==> config.mk <==
export PLATFORM = sky130hd
export DESIGN_NAME = pscf_regs
export DESIGN_NICKNAME = d
export VERILOG_FILES = /design/src/design/pscf_pkg.sv /design/src/design/pscf_flag_capture.sv /design/src/design/pscf_regs.sv
export SDC_FILE = /design/constraint.sdc
export NUM_CORES = 1
export LEC_CHECK = 0
export ABC_AREA = 1
export BUFFER_PORTS_ARGS = -buffer_cell sky130_fd_sc_hd__clkbuf_2
export CAP_MARGIN = 10
export CORE_ASPECT_RATIO = 0.9
export CORE_MARGIN = 2
export CORE_UTILIZATION = 25
export DETAILED_ROUTE_END_ITERATION = 16
export SLEW_MARGIN = 5
export SYNTH_ARGS = -nofsm -noshare
export SYNTH_HDL_FRONTEND = slang
export SYNTH_SLANG_ARGS = --single-unit
==> constraint.sdc <==
create_clock -name i_clk -period 2.1 [get_ports i_clk]
set_input_delay 0.105 -clock i_clk [delete_from_list [all_inputs] [get_ports i_clk]]
set_output_delay 0.105 -clock i_clk [all_outputs]
set_load 0.01 [all_outputs]
==> src/design/pscf_pkg.sv <==
// shared constants for the status, control and suspend-flag register group
package pscf_pkg;
   localparam int unsigned PSCF_AW = 8;
   localparam int unsigned PSCF_DW = 8;
   localparam logic [7:0] PSCF_OFS_STATUS = 8'h05;
   localparam logic [7:0] PSCF_OFS_CONTROL = 8'h06;
   localparam logic [7:0] PSCF_OFS_FLAGS = 8'h07;
   localparam logic [7:0] PSCF_CONTROL_RST = 8'h00;
   localparam logic [7:0] PSCF_FLAGS_RST = 8'h00;
   localparam logic [1:0] PSCF_STATUS_HI_RST = 2'b00;
   localparam int unsigned PSCF_BIT_SEAL = 7;
   localparam int unsigned PSCF_BIT_DEFMOD = 6;
   localparam int unsigned PSCF_BIT_LINE = 5;
   localparam int unsigned PSCF_BIT_BUTTON = 4;
   localparam int unsigned PSCF_BIT_MEASURE = 0;
   localparam int unsigned PSCF_BIT_PFSEL = 1;
   localparam logic [7:0] PSCF_CONTROL_MASK = 8'h03;
   // sequencer state codes shown in the status register
   typedef enum logic [1:0]
   {
      PSCF_SEQ_TRANS = 2'h0,
      PSCF_SEQ_AWAIT = 2'h1,
      PSCF_SEQ_ACTIVE = 2'h2,
      PSCF_SEQ_SUSPEND = 2'h3
   } pscf_seq_t;
endpackage

==> src/design/pscf_flag_capture.sv <==
// captures which rails stayed enabled while in suspend
`timescale 1ns/1ns
module pscf_flag_capture
(
   input wire logic i_clk,
   input wire logic i_rst,
   input wire logic i_wake_from_suspend,
   input wire logic i_wake_from_off,
   input wire logic [7:0] i_rail_en_in_suspend,
   output logic [7:0] o_flags
);
   import pscf_pkg::*;
   always_ff @(posedge i_clk)
   begin
      if (i_rst)
         o_flags <= PSCF_FLAGS_RST;
      else if (i_wake_from_off)
         o_flags <= PSCF_FLAGS_RST; // [RQ12]
      else if (i_wake_from_suspend)
         o_flags <= i_rail_en_in_suspend; // [RQ11] [RQ12]
   end
endmodule

==> src/design/pscf_regs.sv <==
// status, control and suspend-flag register group with its port access
`timescale 1ns/1ns
// Overview of operation
// [RQ1] status bit 7 reads 1 once the factory seal is broken, else 0
// [RQ2] status bit 6 reads 1 when stored defaults differ from factory ones
// [RQ3] status bit 5 is 1 while the line-power detect pin is low
// [RQ4] status bit 4 is 1 while the push-button pin is low
// [RQ5] status bits 3-2 give the sequencer state code
// [RQ6] status bits 1-0 give the backup cell charge level
// [RQ7] software triggers a cell measurement before trusting the level bits
// [RQ8] writing 1 to control bit 0 starts one measurement, bit self-clears
// [RQ9] control bit 1 set and power-fail low shuts all rails down to off
// [RQ10] control bit 1 clear leaves the sequencer alone on power-fail
// [RQ11] flag bits 7..0 mark rails enabled during suspend on wake from suspend
// [RQ12] flag bits read 0 after wake from off or for rails disabled
// [RQ13] flag register at 0x07, read-only, resets to 0x00
// [RQ14] control register at 0x06, resets to 0x00
// [RQ15] status register at 0x05, top two bits reset 0, rest live
// [RQ16] reserved control bits read zero and ignore writes
// [RQ17] status fields sampled continuously, reads have no side effects
module pscf_regs
(
   input wire logic i_clk,
   input wire logic i_rst,
   input wire logic i_wr_en,
   input wire logic i_rd_en,
   input wire logic [pscf_pkg::PSCF_AW-1:0] i_addr,
   input wire logic [pscf_pkg::PSCF_DW-1:0] i_wdata,
   output logic [pscf_pkg::PSCF_DW-1:0] o_rdata,
   output logic o_rvalid,
   input wire logic i_factory_seal_broken,
   input wire logic i_defaults_modified,
   input wire logic i_line_power_detect_pin,
   input wire logic i_push_button_pin,
   input wire logic [1:0] i_seq_state,
   input wire logic [1:0] i_backup_cell_level,
   input wire logic i_powerfail_out_n,
   input wire logic i_wake_from_suspend,
   input wire logic i_wake_from_off,
   input wire logic [7:0] i_rail_en_in_suspend,
   output logic o_backup_cell_measure_go,
   output logic o_powerfail_shutdown_sel,
   output logic o_shutdown_all
);
   import pscf_pkg::*;

   logic [7:0] status_q;
   logic [7:0] flags;
   logic [7:0] rdata_d;

   function automatic logic hit(input logic [7:0] a, input logic [7:0] ofs);
      hit = (a == ofs);
   endfunction

   ////////////////////////////////////////////////////////////////////////
   // live status, resampled every cycle, never touched by reads
   always_ff @(posedge i_clk)
   begin
      if (i_rst)
      begin
         status_q <= {PSCF_STATUS_HI_RST, 6'h00}; // [RQ15]
      end
      else
      begin
         status_q[PSCF_BIT_SEAL] <= i_factory_seal_broken; // [RQ1] [RQ17]
         status_q[PSCF_BIT_DEFMOD] <= i_defaults_modified; // [RQ2]
         status_q[PSCF_BIT_LINE] <= ~i_line_power_detect_pin; // [RQ3]
         status_q[PSCF_BIT_BUTTON] <= ~i_push_button_pin; // [RQ4]
         status_q[3:2] <= i_seq_state; // [RQ5]
         // only meaningful after a measurement has been run
         status_q[1:0] <= i_backup_cell_level; // [RQ6] [RQ7]
      end
   end

   ////////////////////////////////////////////////////////////////////////
   // control: measurement start is a one-cycle pulse, so it self-clears
   always_ff @(posedge i_clk)
   begin
      if (i_rst)
         o_backup_cell_measure_go <= PSCF_CONTROL_RST[PSCF_BIT_MEASURE]; // [RQ14]
      else
         o_backup_cell_measure_go <= i_wr_en && hit(i_addr, PSCF_OFS_CONTROL)
            && i_wdata[PSCF_BIT_MEASURE]; // [RQ8]
   end

   always_ff @(posedge i_clk)
   begin
      if (i_rst)
         o_powerfail_shutdown_sel <= PSCF_CONTROL_RST[PSCF_BIT_PFSEL]; // [RQ14]
      else if (i_wr_en && hit(i_addr, PSCF_OFS_CONTROL))
         o_powerfail_shutdown_sel <= i_wdata[PSCF_BIT_PFSEL];
   end

   // shutdown request only when selected; otherwise power-fail is ignored
   always_ff @(posedge i_clk)
   begin
      if (i_rst)
         o_shutdown_all <= 1'b0;
      else
         o_shutdown_all <= o_powerfail_shutdown_sel && !i_powerfail_out_n; // [RQ9] [RQ10]
   end

   ////////////////////////////////////////////////////////////////////////
   pscf_flag_capture u_flags
   (
      .i_clk(i_clk),
      .i_rst(i_rst),
      .i_wake_from_suspend(i_wake_from_suspend),
      .i_wake_from_off(i_wake_from_off),
      .i_rail_en_in_suspend(i_rail_en_in_suspend),
      .o_flags(flags)
   );

   ////////////////////////////////////////////////////////////////////////
   // read mux; writes to status and flags are ignored
   always_comb
   begin
      rdata_d = 8'h00;
      if (hit(i_addr, PSCF_OFS_STATUS))
         rdata_d = status_q; // [RQ15] [RQ17]
      else if (hit(i_addr, PSCF_OFS_CONTROL))
         // measure bit reads 0 since it clears itself at once
         rdata_d = {6'h00, o_powerfail_shutdown_sel, 1'b0} & PSCF_CONTROL_MASK; // [RQ16]
      else if (hit(i_addr, PSCF_OFS_FLAGS))
         rdata_d = flags; // [RQ13]
   end

   always_ff @(posedge i_clk)
   begin
      if (i_rst)
      begin
         o_rdata <= 8'h00;
         o_rvalid <= 1'b0;
      end
      else
      begin
         o_rvalid <= i_rd_en;
         if (i_rd_en)
            o_rdata <= rdata_d;
      end
   end
endmodule

# Word level (Yosys, flattened, before mapping)
# Cells that the tools add are included.
dict set report classes {
  n_eq_ne 3
  n_mux 3
  bitwise_logic 2
  n_reduce_logical 5
}
# operator count
set op_table {}
lappend op_table {{equality test 8 x 3 -> 1 bit (second input constant)} 3}
lappend op_table {{2-to-1 mux 8 bit} 3}
lappend op_table {{logical AND 1 bit} 3}
lappend op_table {{inverter 1 bit} 2}
lappend op_table {{OR reduction 2 bit} 1}
lappend op_table {{zero test 1 bit} 1}
dict set report totals {
  register_bits 28
  inputBits 39
  output_inout_bits 12
  wordCells 20
}

# Depth between registers and ports, before layout
# Gate-level depths: netlist of the first run.
dict set report logic_depth {
  ltp_word 4
  depth_mapped 8
  ltp_nobuf 8
}

# Cells and area by module
# A second synthesis of the first run with hierarchy kept.
dict set report unflattened {
  cells_unflattened 162
  hier_area_um2 1256.2
}
# module instances cells_each area_each_um2 seq_area_each_um2
set modules_own_cells {}
lappend modules_own_cells {pscf_regs 1 111 898.4 400.4}
lappend modules_own_cells {pscf_flag_capture 1 51 357.8 160.2}

# Worst setup path before layout of the first run
# No wires, ideal clock.
dict set report synth_path {
  kind {input -> register}
  from {input i_addr[3] (netlist bit)}
  to {register o_rdata[1] (netlist bit)}
  arrival_time_ns 0.726
  path_slack_ns 1.244
  cell_stages 8
  n_path_buf 0
  cell_sequence {inv_2 > nand2_2 > nor2_4 > nand3_1 > nand2_1 > inv_1 > nand2_1 > a21oi_2}
}
dict set report synth_via {
  elab_chain_len 4
  elab_cells_between_ends 6
}
# element line
set synth_rtl {}
lappend synth_rtl {{start, declared} pscf_regs.sv:27} ;# input wire logic [pscf_pkg::PSCF_AW-1:0] i_addr,
lappend synth_rtl {{equality test 8 x 3 -> 1 bit} pscf_regs.sv:52} ;# hit = (a == ofs);
lappend synth_rtl {{2-to-1 mux 8 bit} pscf_regs.sv:124} ;# else if (hit(i_addr, PSCF_OFS_FLAGS))
lappend synth_rtl {{2-to-1 mux 8 bit} pscf_regs.sv:121} ;# else if (hit(i_addr, PSCF_OFS_CONTROL))
lappend synth_rtl {{2-to-1 mux 8 bit *} pscf_regs.sv:119} ;# if (hit(i_addr, PSCF_OFS_STATUS))
lappend synth_rtl {{end signal, assigned} pscf_regs.sv:139} ;# o_rdata <= rdata_d;
lappend synth_rtl {{end, declared} pscf_regs.sv:29} ;# output logic [pscf_pkg::PSCF_DW-1:0] o_rdata,
# Every way passes the cells marked *; elsewhere a longest branch is shown, timed or not.
# A chain may end at the register's enable or synchronous reset.

# Worst setup path after layout of the first run
dict set report layout_path {
  from {register o_powerfail_shutdown_sel}
  to {output o_powerfail_shutdown_sel}
}
# element line
set layout_rtl {}
lappend layout_rtl {{start, declared} pscf_regs.sv:42} ;# output logic o_powerfail_shutdown_sel,
lappend layout_rtl {{start signal, assigned} pscf_regs.sv:89} ;# o_powerfail_shutdown_sel <= PSCF_CONTROL_RST[PSCF_BIT_PFSEL];
lappend layout_rtl {{start signal, assigned} pscf_regs.sv:91} ;# o_powerfail_shutdown_sel <= i_wdata[PSCF_BIT_PFSEL];
# No word-level cell between the ends.

==> results of run 1 <==
[registers in the layout, summed over array words and instances, names as in the netlist]
signal,cells
o_powerfail_shutdown_sel,1
o_backup_cell_measure_go,1
o_shutdown_all,1
status_q,8
o_rvalid,1
u_flags.o_flags,8
o_rdata,8
[cells by family after synthesis]
kind of cell           count (synthesis)
DFF                                   28
AOI/OAI and AO/OA                     18
and+or+nand+nor                       69
buffers and inverters                 32
[how the worst max path moves through the flow]
stage	slack (ns)	from	cells after the start	endpoint
floorplan	1.24	i_addr[3]	8	o_rdata[1]
CTS	1.21	o_powerfail_shutdown_sel	1	o_powerfail_shutdown_sel
detailed placement	1.03	i_addr[3]	9	o_rdata[1]
global route	1.17	o_powerfail_shutdown_sel	1	o_powerfail_shutdown_sel
global placement	1.02	i_addr[6]	8	o_rdata[1]
finish	1.23	o_powerfail_shutdown_sel	1	o_powerfail_shutdown_sel
[cells in the final DEF (no fill, tap or decap), types with 3 or more instances in the layout]
master,synthesis,layout
sky130_fd_sc_hd__nand3_1,22,22
sky130_fd_sc_hd__nand3_2,4,4
sky130_fd_sc_hd__clkbuf_8,1,3
sky130_fd_sc_hd__a21oi_1,9,9
sky130_fd_sc_hd__inv_1,22,22
sky130_fd_sc_hd__o211ai_1,7,7
sky130_fd_sc_hd__clkbuf_2,0,44
sky130_fd_sc_hd__dfxtp_1,28,28
sky130_fd_sc_hd__nor2_1,12,12
sky130_fd_sc_hd__nand2_1,24,24
sky130_fd_sc_hd__inv_2,4,4
sky130_fd_sc_hd__dlygate4sd3_1,0,5
[per-stage QoR]
step	worst slack [ns]	instance area [um2]	utilization	total power, mW	instances
2_1_floorplan	1.244	1194	-	0.6399	147
3_3_place_gp	1.022	1446	0.3201	0.6854	248
3_5_place_dp	1.029	1446	0.3201	0.6869	248
4_1_cts	1.212	1568	0.3470	1.121	257
5_1_grt	1.169	1568	0.3470	1.154	257
6_report	1.228	1568	0.3470	1.103	257
[repair_timing]
item,CTS,global route
resized for setup,0,0
hold buffers,5,0
endpoints found under the hold margin,5,0
setup endpoints to repair,0,0
[layout make-up]
cell class                 count  area, um2
fill                         497       2950
sequential                    28      560.5
multi-input combinational     87      473.0
timing repair buffer          49      270.3
inverter                      27      115.1
tap                           62      77.57
clock buffer                   3      41.29
clock inverter                 1      30.03
[metal layers]
metal | GRT usage | wire (um)
met1 | 0.1335 | 1272
met2 | 0.1520 | 1086
met3 | 0.03516 | 191
met4 | 0.01818 | 12
met5 | 0 | 0
[worst reg2reg max path: stages (launching register included)]
cell                      delay [ns]
sky130_fd_sc_hd__dfxtp_1        0.36
sky130_fd_sc_hd__nand3_1        0.09
sky130_fd_sc_hd__nand3_1        0.11
sky130_fd_sc_hd__nand2_1        0.08
sky130_fd_sc_hd__a21oi_2        0.11
[power groups by stage]
stage                     Clock (mW)  Combinational (mW)  Sequential [mW]
after detailed placement           0               0.114            0.573
after floorplan                    0              0.0652            0.575
after CTS                      0.439               0.122            0.560
after global placement             0               0.113            0.572
after global routing           0.458               0.134            0.563
final                          0.423               0.119            0.560
==> results list, run 1 <==
- The share of total power dissipated in combinational logic is 0.108.
- Worst Hold Launch: i_seq_state[1]
- Post-detailed-route via-to-cell ratio: 4.031
- Worst Hold Path Cells: 3
- Measured in cells, the most critical reg-to-reg path has a length of 4.
- Final min period: 0.8716 ns
- Area Overhead vs Synth: 31.34%
* Number of top-level design ports: 51
- Antenna violation net count after detailed routing: 0
* Psw: 0.2411 mW
* Mapped Nets: 186
* Number of flip-flops and latches in the synthesized netlist: 28
- IR analysis of the VDD net gives a maximum drop of 0.0003850 V.
* Slew at the pin with the worst max-slew slack: 0.3183 ns
* Setup Crit Path Kind: register to output port
* Critical Path Fanout Max: 3
- Main flop type after synthesis: sky130_fd_sc_hd__dfxtp_1
* Synth top cells by count: 28 x sky130_fd_sc_hd__dfxtp_1, 24 x sky130_fd_sc_hd__nand2_1, 22 x sky130_fd_sc_hd__inv_1, 22 x sky130_fd_sc_hd__nand3_1, 12 x sky130_fd_sc_hd__nor2_1
* Initial core utilization: 0.2642
* Core footprint: 0.004518 mm2
* Final slew viol count: 0
- Worst-case hold path end point: status_q[3]
* Min-delay worst type: input port to register
- Summing every instance area after synthesis gives 0.001194 mm2.
- Mux share of post-synthesis cell area: 0
- Worst-Skew Late Latency: 0.27 ns
- Sum of net half-perimeters after detailed placement: 1959 um
- Routability-driven placement finished with a final weighted congestion of 0.6631.
* Die Height: 69.55 um
- By area, the combinational part of the netlist is dominated by simple AND/OR/NAND/NOR gates.
* TritonCTS clock tree: built
- RSZ-0062 raised after global routing: no
- Counting both buffers and inverters, the worst setup path holds a total of 1.
* Fraction of power consumed by sequential logic: 0.508
* Clock Path Buffers: 2
- Endpoint class of the critical path: output port
- Maximum level of the CTS H-tree: 1
- Fraction of synthesized cell area in xor and xnor cells: 0
- The critical path goes through clkbuf_2.
- The compound-cell area share of the yosys netlist is 0.09329.
- The synthesized design contains 0 enable-type register cells.
- Total setup violations reported at the end of the flow: 0
- Maximum number of pins on one net before global-route repair: 20
* Destination of the worst register-to-register timing path: o_rdata[1]
* Headroom to the max-slew limit: 0.7878
- Via count of the first global-routing pass: 927
- Of the total power, the share spent switching nets is 0.2187.
* Horiz. Die Dim: 76.84 um
- The run finished with clean final reports.
- Yosys printed 0 warnings.
- The internal portion of the total power is 0.8616 mW.
- After synthesis, the netlist uses 21 different library cells.
- Of the total synthesized cell area, the portion taken by full adders, half adders and majority gates is 0.
* Die area: 0.005344 mm2
- Buffers inserted during clock tree synthesis total 3.
* Ys async rst share: 0
* Worst path required time: 2.00 ns
- Antenna cell count: 0
- Average instance area after synthesis: 8.120 um2
- For this block, the initial DRC count from the detailed router was 53.
- Critical Path AT: 0.77 ns
- Synthesized netlist cell count: 147
* Fraction of the mapped netlist area in simple logic gates: 0.3029
* Critical Path Source Type: register
- Setup Buffers After CTS: 0
- Max-cap violations in this run came to 0.
- Summed over all layers, the global routing overflow is 0.
- The worst register-to-register path has a setup slack of 1.30 ns.
- Global-route wire length before repair: 4257 um
- Of the total power, the clock network draws 0.384.
* Clock skew: 0.006698 ns
- Synth top area share: 0.4696
- Static leakage: 0.7852 nW
- Count of clock tree sinks: 28
- Fraction of layout instances using a drive strength above 1: 0.3282
- The largest single stage delay on the critical path is 0.36 ns.
- The final number of hold-violating endpoints is 0.
* Launch point of the worst reg-to-reg path: o_powerfail_shutdown_sel
* Register area share after synthesis: 0.4696
* Top post-synthesis cells by area: sky130_fd_sc_hd__dfxtp_1 47%, sky130_fd_sc_hd__nand3_1 9.2%, sky130_fd_sc_hd__nand2_1 7.5%
- Global-route usage over all layers: 0.09863
- Antenna violations before repair: 0
- Row cnt: 23
- Post-detailed-route wirelength per cell: 9.973 um
- Highest-delay cell along the critical path: sky130_fd_sc_hd__dfxtp_1
* Largest area contributor in the synthesized netlist: sky130_fd_sc_hd__dfxtp_1
- In the final design database the tool counted 235 nets.
* Period Utilization, post-route: 0.4150
- The final layout contains routed wiring with a total length of 2563 um.
* Clock root buffer: sky130_fd_sc_hd__clkbuf_8
- On the critical path the largest part of the delay comes from flip-flops.
- Clock slew at the register clock pins of the worst setup and hold paths: 0.09 ns
- The pre-antenna-repair detailed-routing pass consisted of 4 iterations.
* Pwr per Cell Area: 703.4 mW/mm2
* Top achievable clock speed: 1.147 GHz
- By instance count, the leading cell after synthesis is sky130_fd_sc_hd__dfxtp_1.
- Across all layers, the routed design uses 1,036 vias.
* Port-buffer cells: 44
- Post-Route Hold Slack: 0.02636 ns
* Residual DRC: 0
- Final TNS setup: 0 ns
No activity file was read; power rests on OpenSTA's default activity.
==> run 2: changes to the inputs <==
==> constraint.sdc (replaced) <==
create_clock -name i_clk -period 0.83 [get_ports i_clk]
set_input_delay 0.0415 -clock i_clk [delete_from_list [all_inputs] [get_ports i_clk]]
set_output_delay 0.0415 -clock i_clk [all_outputs]
set_load 0.01 [all_outputs]
==> run 2 against run 1 <==
Effect of this change: the flow now finishes with violations (negative hold slack); hold slack got worse by 0.026 ns; cell area increased by 10%; critical endpoint is now o_rdata[1]; register-to-register slack worse by 1.3 ns; first-iteration DRC count decreased by 47%.
==> results list, run 2 (synthesis gave the netlist of run 1 again) <==
- The flow ran to the end, but the final reports show violations.
* Violated checks: negative hold slack
- Slew at the pin with the worst max-slew slack: 0.3176 ns (-0.0007032 ns)
- Critical path buffer and inverter count: 1 (unchanged)
- The power density of the placed cells was 1516 mW/mm2 (+120%).
- The number of nets in the finished design came to 252 (+7.2%).
- The largest registers in the layout are o_rdata x8, status_q x8, u_flags.o_flags x8.
- Clock Path Buffers: 2 (unchanged)
- Maximum number of pins on one net before global-route repair: 20 (unchanged)
- For this design, the slowest cell found on the critical path is sky130_fd_sc_hd__dfxtp_2.
- The antenna violation net count after detailed routing was 0 (unchanged).
- The detailed-routing wirelength on met1 is 1396 um (+9.7%).
- Clock slew at the register clock pins of the worst setup and hold paths: 0.10 ns (about the same)
- The number of global-route vias before repair was 1,130 (+22%).
- RSZ-0062 raised after global routing: yes
- The number of violations reported at the end of detailed-routing iteration 0 was 28 (-47%).
- Period Utilization, post-route: 0.9644
- The setup-violating endpoint count in the final report is 0 (unchanged).
- The area of the core came to 0.004518 mm2 (unchanged).
- Residual DRC: 0 (unchanged)
* GR Overflow Total: 0 (unchanged)
- The critical path starts at o_rdata[1].
- Post-Route Hold Slack: -0.00007325 ns (-0.02643 ns)
* Fraction of layout instances using a drive strength above 1: 0.3774 (+0.04915)
- Wire length on met3: 158 um (-17%)
- STA classifies the critical path endpoint as an output port.
* Met2 routed wirelength: 1186 um (+9.2%)
- Top achievable clock speed: 1.249 GHz
- Critical Path Max Stage Delay: 0.35 ns (about the same)
* Final TNS setup: 0 ns (unchanged)
- GPL Wtd Cong: 0.7137 (+7.6%)
- Antenna cell count: 0 (unchanged)
* Headroom to the max-slew limit: 0.7883 (about the same)
- Worst Hold Launch: i_rail_en_in_suspend[1]
- Crit-path cells: clkbuf_2
- Port-buffer cells: 44 (unchanged)
* Count of clock tree sinks: 28 (unchanged)
- The sum of net half-perimeters after detailed placement was 2050 um (+4.6%).
- Post-detailed-route via-to-cell ratio: 4.095 (+1.6%)
* Global-route usage over all layers: 0.1094 (+0.01074)
* Critical Path Fanout Max: 2 (-1)
- The final worst clock skew was 0.007970 ns (+0.001272 ns).
- The total CTS buffers came to 3 (unchanged).
- The internal reg-to-reg setup slack was 0.05 ns (-1.25 ns).
- The final standard cell utilization of the core came to 0.3833 (+0.03628).
- Hold Fails Final Rpt: 1 (+1)
- Total number of vias: 1,122 (+8.3%)
- Leaving out fill and tap cells, the most frequent cell in the layout is sky130_fd_sc_hd__clkbuf_2.
- The min-delay analysis places its worst path in the category input port to register.
- The static leakage was 0.8627 nW (+9.9%).
- Row cnt: 23 (unchanged)
- Max layer used: met4
- From synthesis to final layout, the design area changed by 45.07%.
- The final routed wire length divided by cell count is 10.10 um (+1.3%).
* Max IR drop VDD: 0.0009648 V (+150%)
* Top library cells by usage in the layout, fill and taps aside: 44 x sky130_fd_sc_hd__clkbuf_2, 24 x sky130_fd_sc_hd__nand2_1, 22 x sky130_fd_sc_hd__inv_1, 22 x sky130_fd_sc_hd__nand3_1, 18 x sky130_fd_sc_hd__dfxtp_1
- The wire length of the first global-routing pass was 4761 um (+12%).
- Among cell families on the critical path, the largest total delay comes from flip-flops.
* Number of detailed-route iterations in the first pass: 4 (unchanged)
- Maximum level of the CTS H-tree: 1 (unchanged)
- The required time of the critical path is 0.79 ns (-1.21 ns).
- Final slew viol count: 0 (unchanged)
- TritonCTS built the clock tree.
* Clock root buffer: sky130_fd_sc_hd__clkbuf_8
- The number of antenna violations at the first check in global routing is 0 (unchanged).
- The total routed wirelength is 2768 um (+8.0%).
* Critical Path AT: 0.76 ns (about the same)
* Final min period: 0.8004 ns
* Die area: 0.005344 mm2 (unchanged)
- Number of top-level design ports: 51 (unchanged)
- STA classifies the critical path startpoint as a register.
- Die Height: 69.55 um (unchanged)
* Total of max-cap violations: 0 (unchanged)
* Total placed instance area: 0.001484 mm2 (+2.6%)
* Horiz. Die Dim: 76.84 um (unchanged)
- Setup Crit Path Kind: register to output port
* Launch point of the worst reg-to-reg path: o_powerfail_shutdown_sel
* Initial core utilization: 0.2642 (unchanged)
- The final standard cell area without fillers came to 0.001732 mm2 (+10%).
- Worst-Skew Late Latency: 0.28 ns (about the same)
==> run 2: cell types whose count changed in the layout (fill, tap and decap cells not counted), sizes merged <==
cell,delta
bufinv,-1
clkbuf,+1
dlygate4sd3,+11
buf,+6
==> run 2: per-layer routing <==
| metal | global-route usage | up-vias |
|---|---|---|
| met2 | 0.1754 | 33 |
| li1 | - | 595 |
| met3 | 0.03776 | 4 |
| met1 | 0.1392 | 490 |
| met4 | 0.03030 | 0 |
| met5 | 0 | - |
==> run 2: final timing paths <==
| kind | depth (start not counted) | end |
|---|---|---|
| worst min register to register | 2 | u_flags.o_flags[3] |
| worst min-delay path | 3 | u_flags.o_flags[1] |
| worst max-delay path | 1 | o_rdata[1] |
| worst max register to register | 4 | o_rdata[1] |
==> run 2: power breakdown <==
group	leakage [nW]	internal, mW	switching (mW)
logic	0.600	0.186	0.173
clock network	0.0288	0.425	0.420
registers	0.234	1.40	0.0230
total	0.863	2.01	0.617
==> run 2: through the flow <==
stage | power [mW] | worst slack, ns | std cells
finish | 2.626 | 0.02957 | 274
global route | 2.748 | -0.005267 | 274
CTS | 2.645 | 0.0006002 | 273
detailed placement | 1.747 | -0.1817 | 253
global placement | 1.746 | -0.1469 | 253
floorplan | 1.619 | 0.03722 | 147
==> run 2: area by class of cell <==
type | instances | area (um2)
multi-input combinational | 87 | 473.0
fill | 488 | 2786
timing repair buffer | 66 | 437.9
inverter | 27 | 115.1
tap | 62 | 77.57
sequential | 28 | 573.1
clock buffer | 4 | 55.05
==> run 2: what timing repair did <==
action | CTS | global route
hold buffers | 16 | 0
setup buffers | 0 | 1
endpoints found under the setup margin | 1 | 10
pin swaps | 0 | 2
gates resized for setup | 1 | 9
endpoints found under the hold margin | 16 | 0
==> run 3: changes to the inputs <==
--- a/config.mk
+++ b/config.mk
@@ -8,10 +8,13 @@
 export ABC_AREA = 1
 export BUFFER_PORTS_ARGS = -buffer_cell sky130_fd_sc_hd__clkbuf_2
 export CAP_MARGIN = 10
+export CELL_PAD_IN_SITES_DETAIL_PLACEMENT = 1
+export CELL_PAD_IN_SITES_GLOBAL_PLACEMENT = 2
 export CORE_ASPECT_RATIO = 0.9
 export CORE_MARGIN = 2
 export CORE_UTILIZATION = 25
 export DETAILED_ROUTE_END_ITERATION = 16
+export PLACE_DENSITY_LB_ADDON = 0.1
 export SLEW_MARGIN = 5
 export SYNTH_ARGS = -nofsm -noshare
 export SYNTH_HDL_FRONTEND = slang
==> constraint.sdc (replaced) <==
create_clock -name i_clk -period 0.83 [get_ports i_clk]
set_input_delay 0.249 -clock i_clk [delete_from_list [all_inputs] [get_ports i_clk]]
set_output_delay 0.249 -clock i_clk [all_outputs]
set_load 0.01 [all_outputs]
==> run 3 against run 2 <==
Effect of this change: the run ends with negative setup slack left; first-iteration DRC count up 32%; sequential power about the same; cell count down 1.1%; clock skew down 0.00066 ns; power up 3.5%; die area unchanged; critical path depth unchanged; utilization up 6.1 points; largest cell class is now multi-input combinational cells.
==> results list, run 3 (synthesis gave the netlist of run 1 again) <==
- Status: complete, but fails checks
* Violated checks: negative setup slack
- The boundary pin count came to 51 (unchanged).
- Final slew viol count: 0 (unchanged)
- Final min period: 0.9780 ns (+0.1776 ns)
- The required time of the critical path was 0.58 ns (-0.21 ns).
- The highest clock frequency the design can meet was 1.022 GHz (-18%).
- Pwr per Cell Area: 1353 mW/mm2 (-11%)
* Horiz. Die Dim: 76.84 um (unchanged)
- Count of clock tree sinks: 28 (unchanged)
- The number of remaining DRC errors came to 0 (unchanged).
- GPL Wtd Cong: 0.7438 (+4.2%)
- Total detailed-routing wirelength: 3423 um (+24%)
- The cell count along the critical path was 1 (unchanged).
* Slew at the pin with the worst max-slew slack: 0.4079 ns (+0.09031 ns)
- The number of filler instances in the final layout is 548 (+12%).
- Port-buffer cells: 44 (unchanged)
- The worst hold path belongs to the class input port to register.
* Destination of the worst register-to-register timing path: o_rdata[1]
- Hold Fails Final Rpt: 0 (-1)
- The antenna violation net count after detailed routing is 0 (unchanged).
* Row cnt: 23 (unchanged)
- The setup-violating endpoint count in the final report is 21 (+21).
- Leaving out fill and tap cells, the most frequent cells in the layout are 27 x sky130_fd_sc_hd__clkbuf_2, 21 x sky130_fd_sc_hd__nand2_1, 19 x sky130_fd_sc_hd__nand3_2, 19 x sky130_fd_sc_hd__buf_6.
- The register clock-pin slew on the reported worst setup and hold paths came to 0.10 ns (about the same).
- Endpoint class of the critical path: output port
- In the final layout, the registers with the most flip-flops are o_rdata x8, status_q x8, u_flags.o_flags x8.
- The highest ir drop seen on vdd came to 0.0007063 V (-27%).
- Final worst-path setup slack: -0.1480 ns (-0.1776 ns)
- Relative to the synthesized area, the layout overhead comes to 68.24%.
- The number of antenna violations at the first check in global routing was 0 (unchanged).
* Headroom to the max-slew limit: 0.7281 (-0.06021)
- The register area is 573.1 um2 (unchanged).
- The height of the die came to 69.55 um (unchanged).
* Global-route wire length before repair: 5844 um (+23%)
- The H-tree depth is 1 (unchanged).
- The final worst clock skew came to 0.007313 ns (-0.0006571 ns).
- CTS placed an instance of sky130_fd_sc_hd__clkbuf_8 at the clock tree root.
- Maximum number of pins on one net before global-route repair: 17 (-15%)
- The total die area came to 0.005344 mm2 (unchanged).
- The overall routing resource usage came to 0.1349 (+0.02550).
- Most frequent standard cell in the layout excluding fill and tap cells: sky130_fd_sc_hd__clkbuf_2
- The number of antenna diodes is 0 (unchanged).
* Final TNS setup: -2.091 ns (-2.091 ns)
* Relative contribution of the clock network to total power: 0.307 (-0.015)
* Fraction of layout instances using a drive strength above 1: 0.5837 (+0.2064)
- The clock network latency to the later pin of the worst-skew pair came to 0.27 ns (about the same).
- The maximum fanout along the worst path is 2 (unchanged).
- The buffer and inverter count on the worst path is 1 (unchanged).
- Critical Path AT: 0.73 ns (-0.03 ns)
- Setup Crit Path Kind: register to output port
- The worst reg2reg path depth came to 5 (+1).
- TritonCTS built the clock tree.
* Sum of net half-perimeters after detailed placement: 2440 um (+19%)
* Fraction of power consumed by sequential logic: 0.527 (-0.014)
* Via count of the first global-routing pass: 1,265 (+12%)
- GR Overflow Total: 0 (unchanged)
- The final total power was 2.717 mW (+3.5%).
* Number of detailed-route iterations in the first pass: 4 (unchanged)
- Number of clock buffers inserted by TritonCTS: 3 (unchanged)
* Quantity of hold-fixing buffers added after cts: 0 (-16)
* RSZ-0062 raised after global routing: yes
- Kind of cell with the highest combined delay on the critical path: flip-flops
- Initial core utilization: 0.2642 (unchanged)
- The slowest stage of the critical path is the sky130_fd_sc_hd__dfxtp_2 cell.
* Period Utilization, post-route: 1.178 (+0.2140)
* Worst setup slack for register-to-register paths: -0.01 ns (-0.06 ns)
- The number of nets in the finished design was 249 (-1.2%).
* Post-route insts no fill: 271 (-1.1%)
- Static leakage: 0.9246 nW (+7.2%)
- Launch point of the worst reg-to-reg path: o_powerfail_shutdown_sel
* Critical Path Max Stage Delay: 0.34 ns (about the same)
- Setup crit start: o_rdata[6]
* Psw: 0.6712 mW (+8.9%)
- The combinational share of power was 0.166 (+0.029).
- Critical Path Source Type: register
- DRT iter0 DRCs: 37 (+32%)
- Sw Ratio: 0.2470 (+0.01225)
- Post-detailed-route via-to-cell ratio: 4.321 (+5.5%)
* Worst setup path endpoint: o_rdata[6]
- The critical path goes through buf_6.
- Post-detailed-route wirelength per cell: 12.63 um (+25%)
- Internal power of the cells: 2.046 mW (+1.8%)
* Total number of vias: 1,171 (+4.4%)
* Clock Path Buffers: 2 (unchanged)
- The number of maximum-capacitance constraint violations was 0 (unchanged).
- The area of the core is 0.004518 mm2 (unchanged).
- Cell total after placement: 255 (+0.79%)
- The combined area of the multi-input logic cells came to 680.7 um2 (+44%).
[run 3: worst min path at each step]
stage | to | slack, ns | from | cells past startpoint
CTS | o_shutdown_all | 0.12 | i_powerfail_out_n | 2
finish | o_shutdown_all | 0.12 | i_powerfail_out_n | 2
global route | o_shutdown_all | 0.12 | i_powerfail_out_n | 2
global placement | status_q[5] | 0.41 | i_line_power_detect_pin | 2
floorplan | status_q[4] | 0.32 | i_push_button_pin | 1
detailed placement | status_q[5] | 0.42 | i_line_power_detect_pin | 2
[run 3: what timing repair did]
item                                    CTS  global route
cloned                                    3             0
endpoints found under the setup margin   21            22
buffers inserted                          7             3
pin swaps                                16            18
resized for setup                        36            49
[run 3: stage by stage]
step / hold WS [ns] / area [um2] / util / worst slack (ns)
5_1_grt: 0.1197 / 2008 / 0.4445 / -0.1763
3_3_place_gp: 0.4075 / 1539 / 0.3406 / -0.3971
4_1_cts: 0.1159 / 1828 / 0.4046 / -0.1665
3_5_place_dp: 0.4159 / 1539 / 0.3406 / -0.4711
6_report: 0.1206 / 2008 / 0.4445 / -0.1480
2_1_floorplan: 0.3214 / 1221 / - / -0.1254
[run 3: routing by layer]
layer / vias to the layer above / part of all wire / GRT usage / routed length (um)
met2: 31 / 0.50 / 0.2242 / 1718
met4: 0 / 0.015 / 0.04242 / 51
met3: 6 / 0.053 / 0.03646 / 182
met5: - / 0 / 0 / 0
met1: 541 / 0.43 / 0.1696 / 1471
li1: 593 / - / - / -
[run 3: power groups by stage]
stage / clock network [mW] / logic (mW) / registers [mW]
after floorplan: 0 / 0.174 / 1.45
after global placement: 0 / 0.318 / 1.45
after detailed placement: 0 / 0.328 / 1.45
after CTS: 0.864 / 0.404 / 1.43
after global routing: 0.919 / 0.501 / 1.44
final: 0.833 / 0.451 / 1.43
[run 3: area by class of cell]
type	count	share of cell area
tap	62	0.03863
timing repair buffer	60	0.2411
multi-input combinational	90	0.3389
clock buffer	4	0.02741
inverter	27	0.06854
sequential	28	0.2854
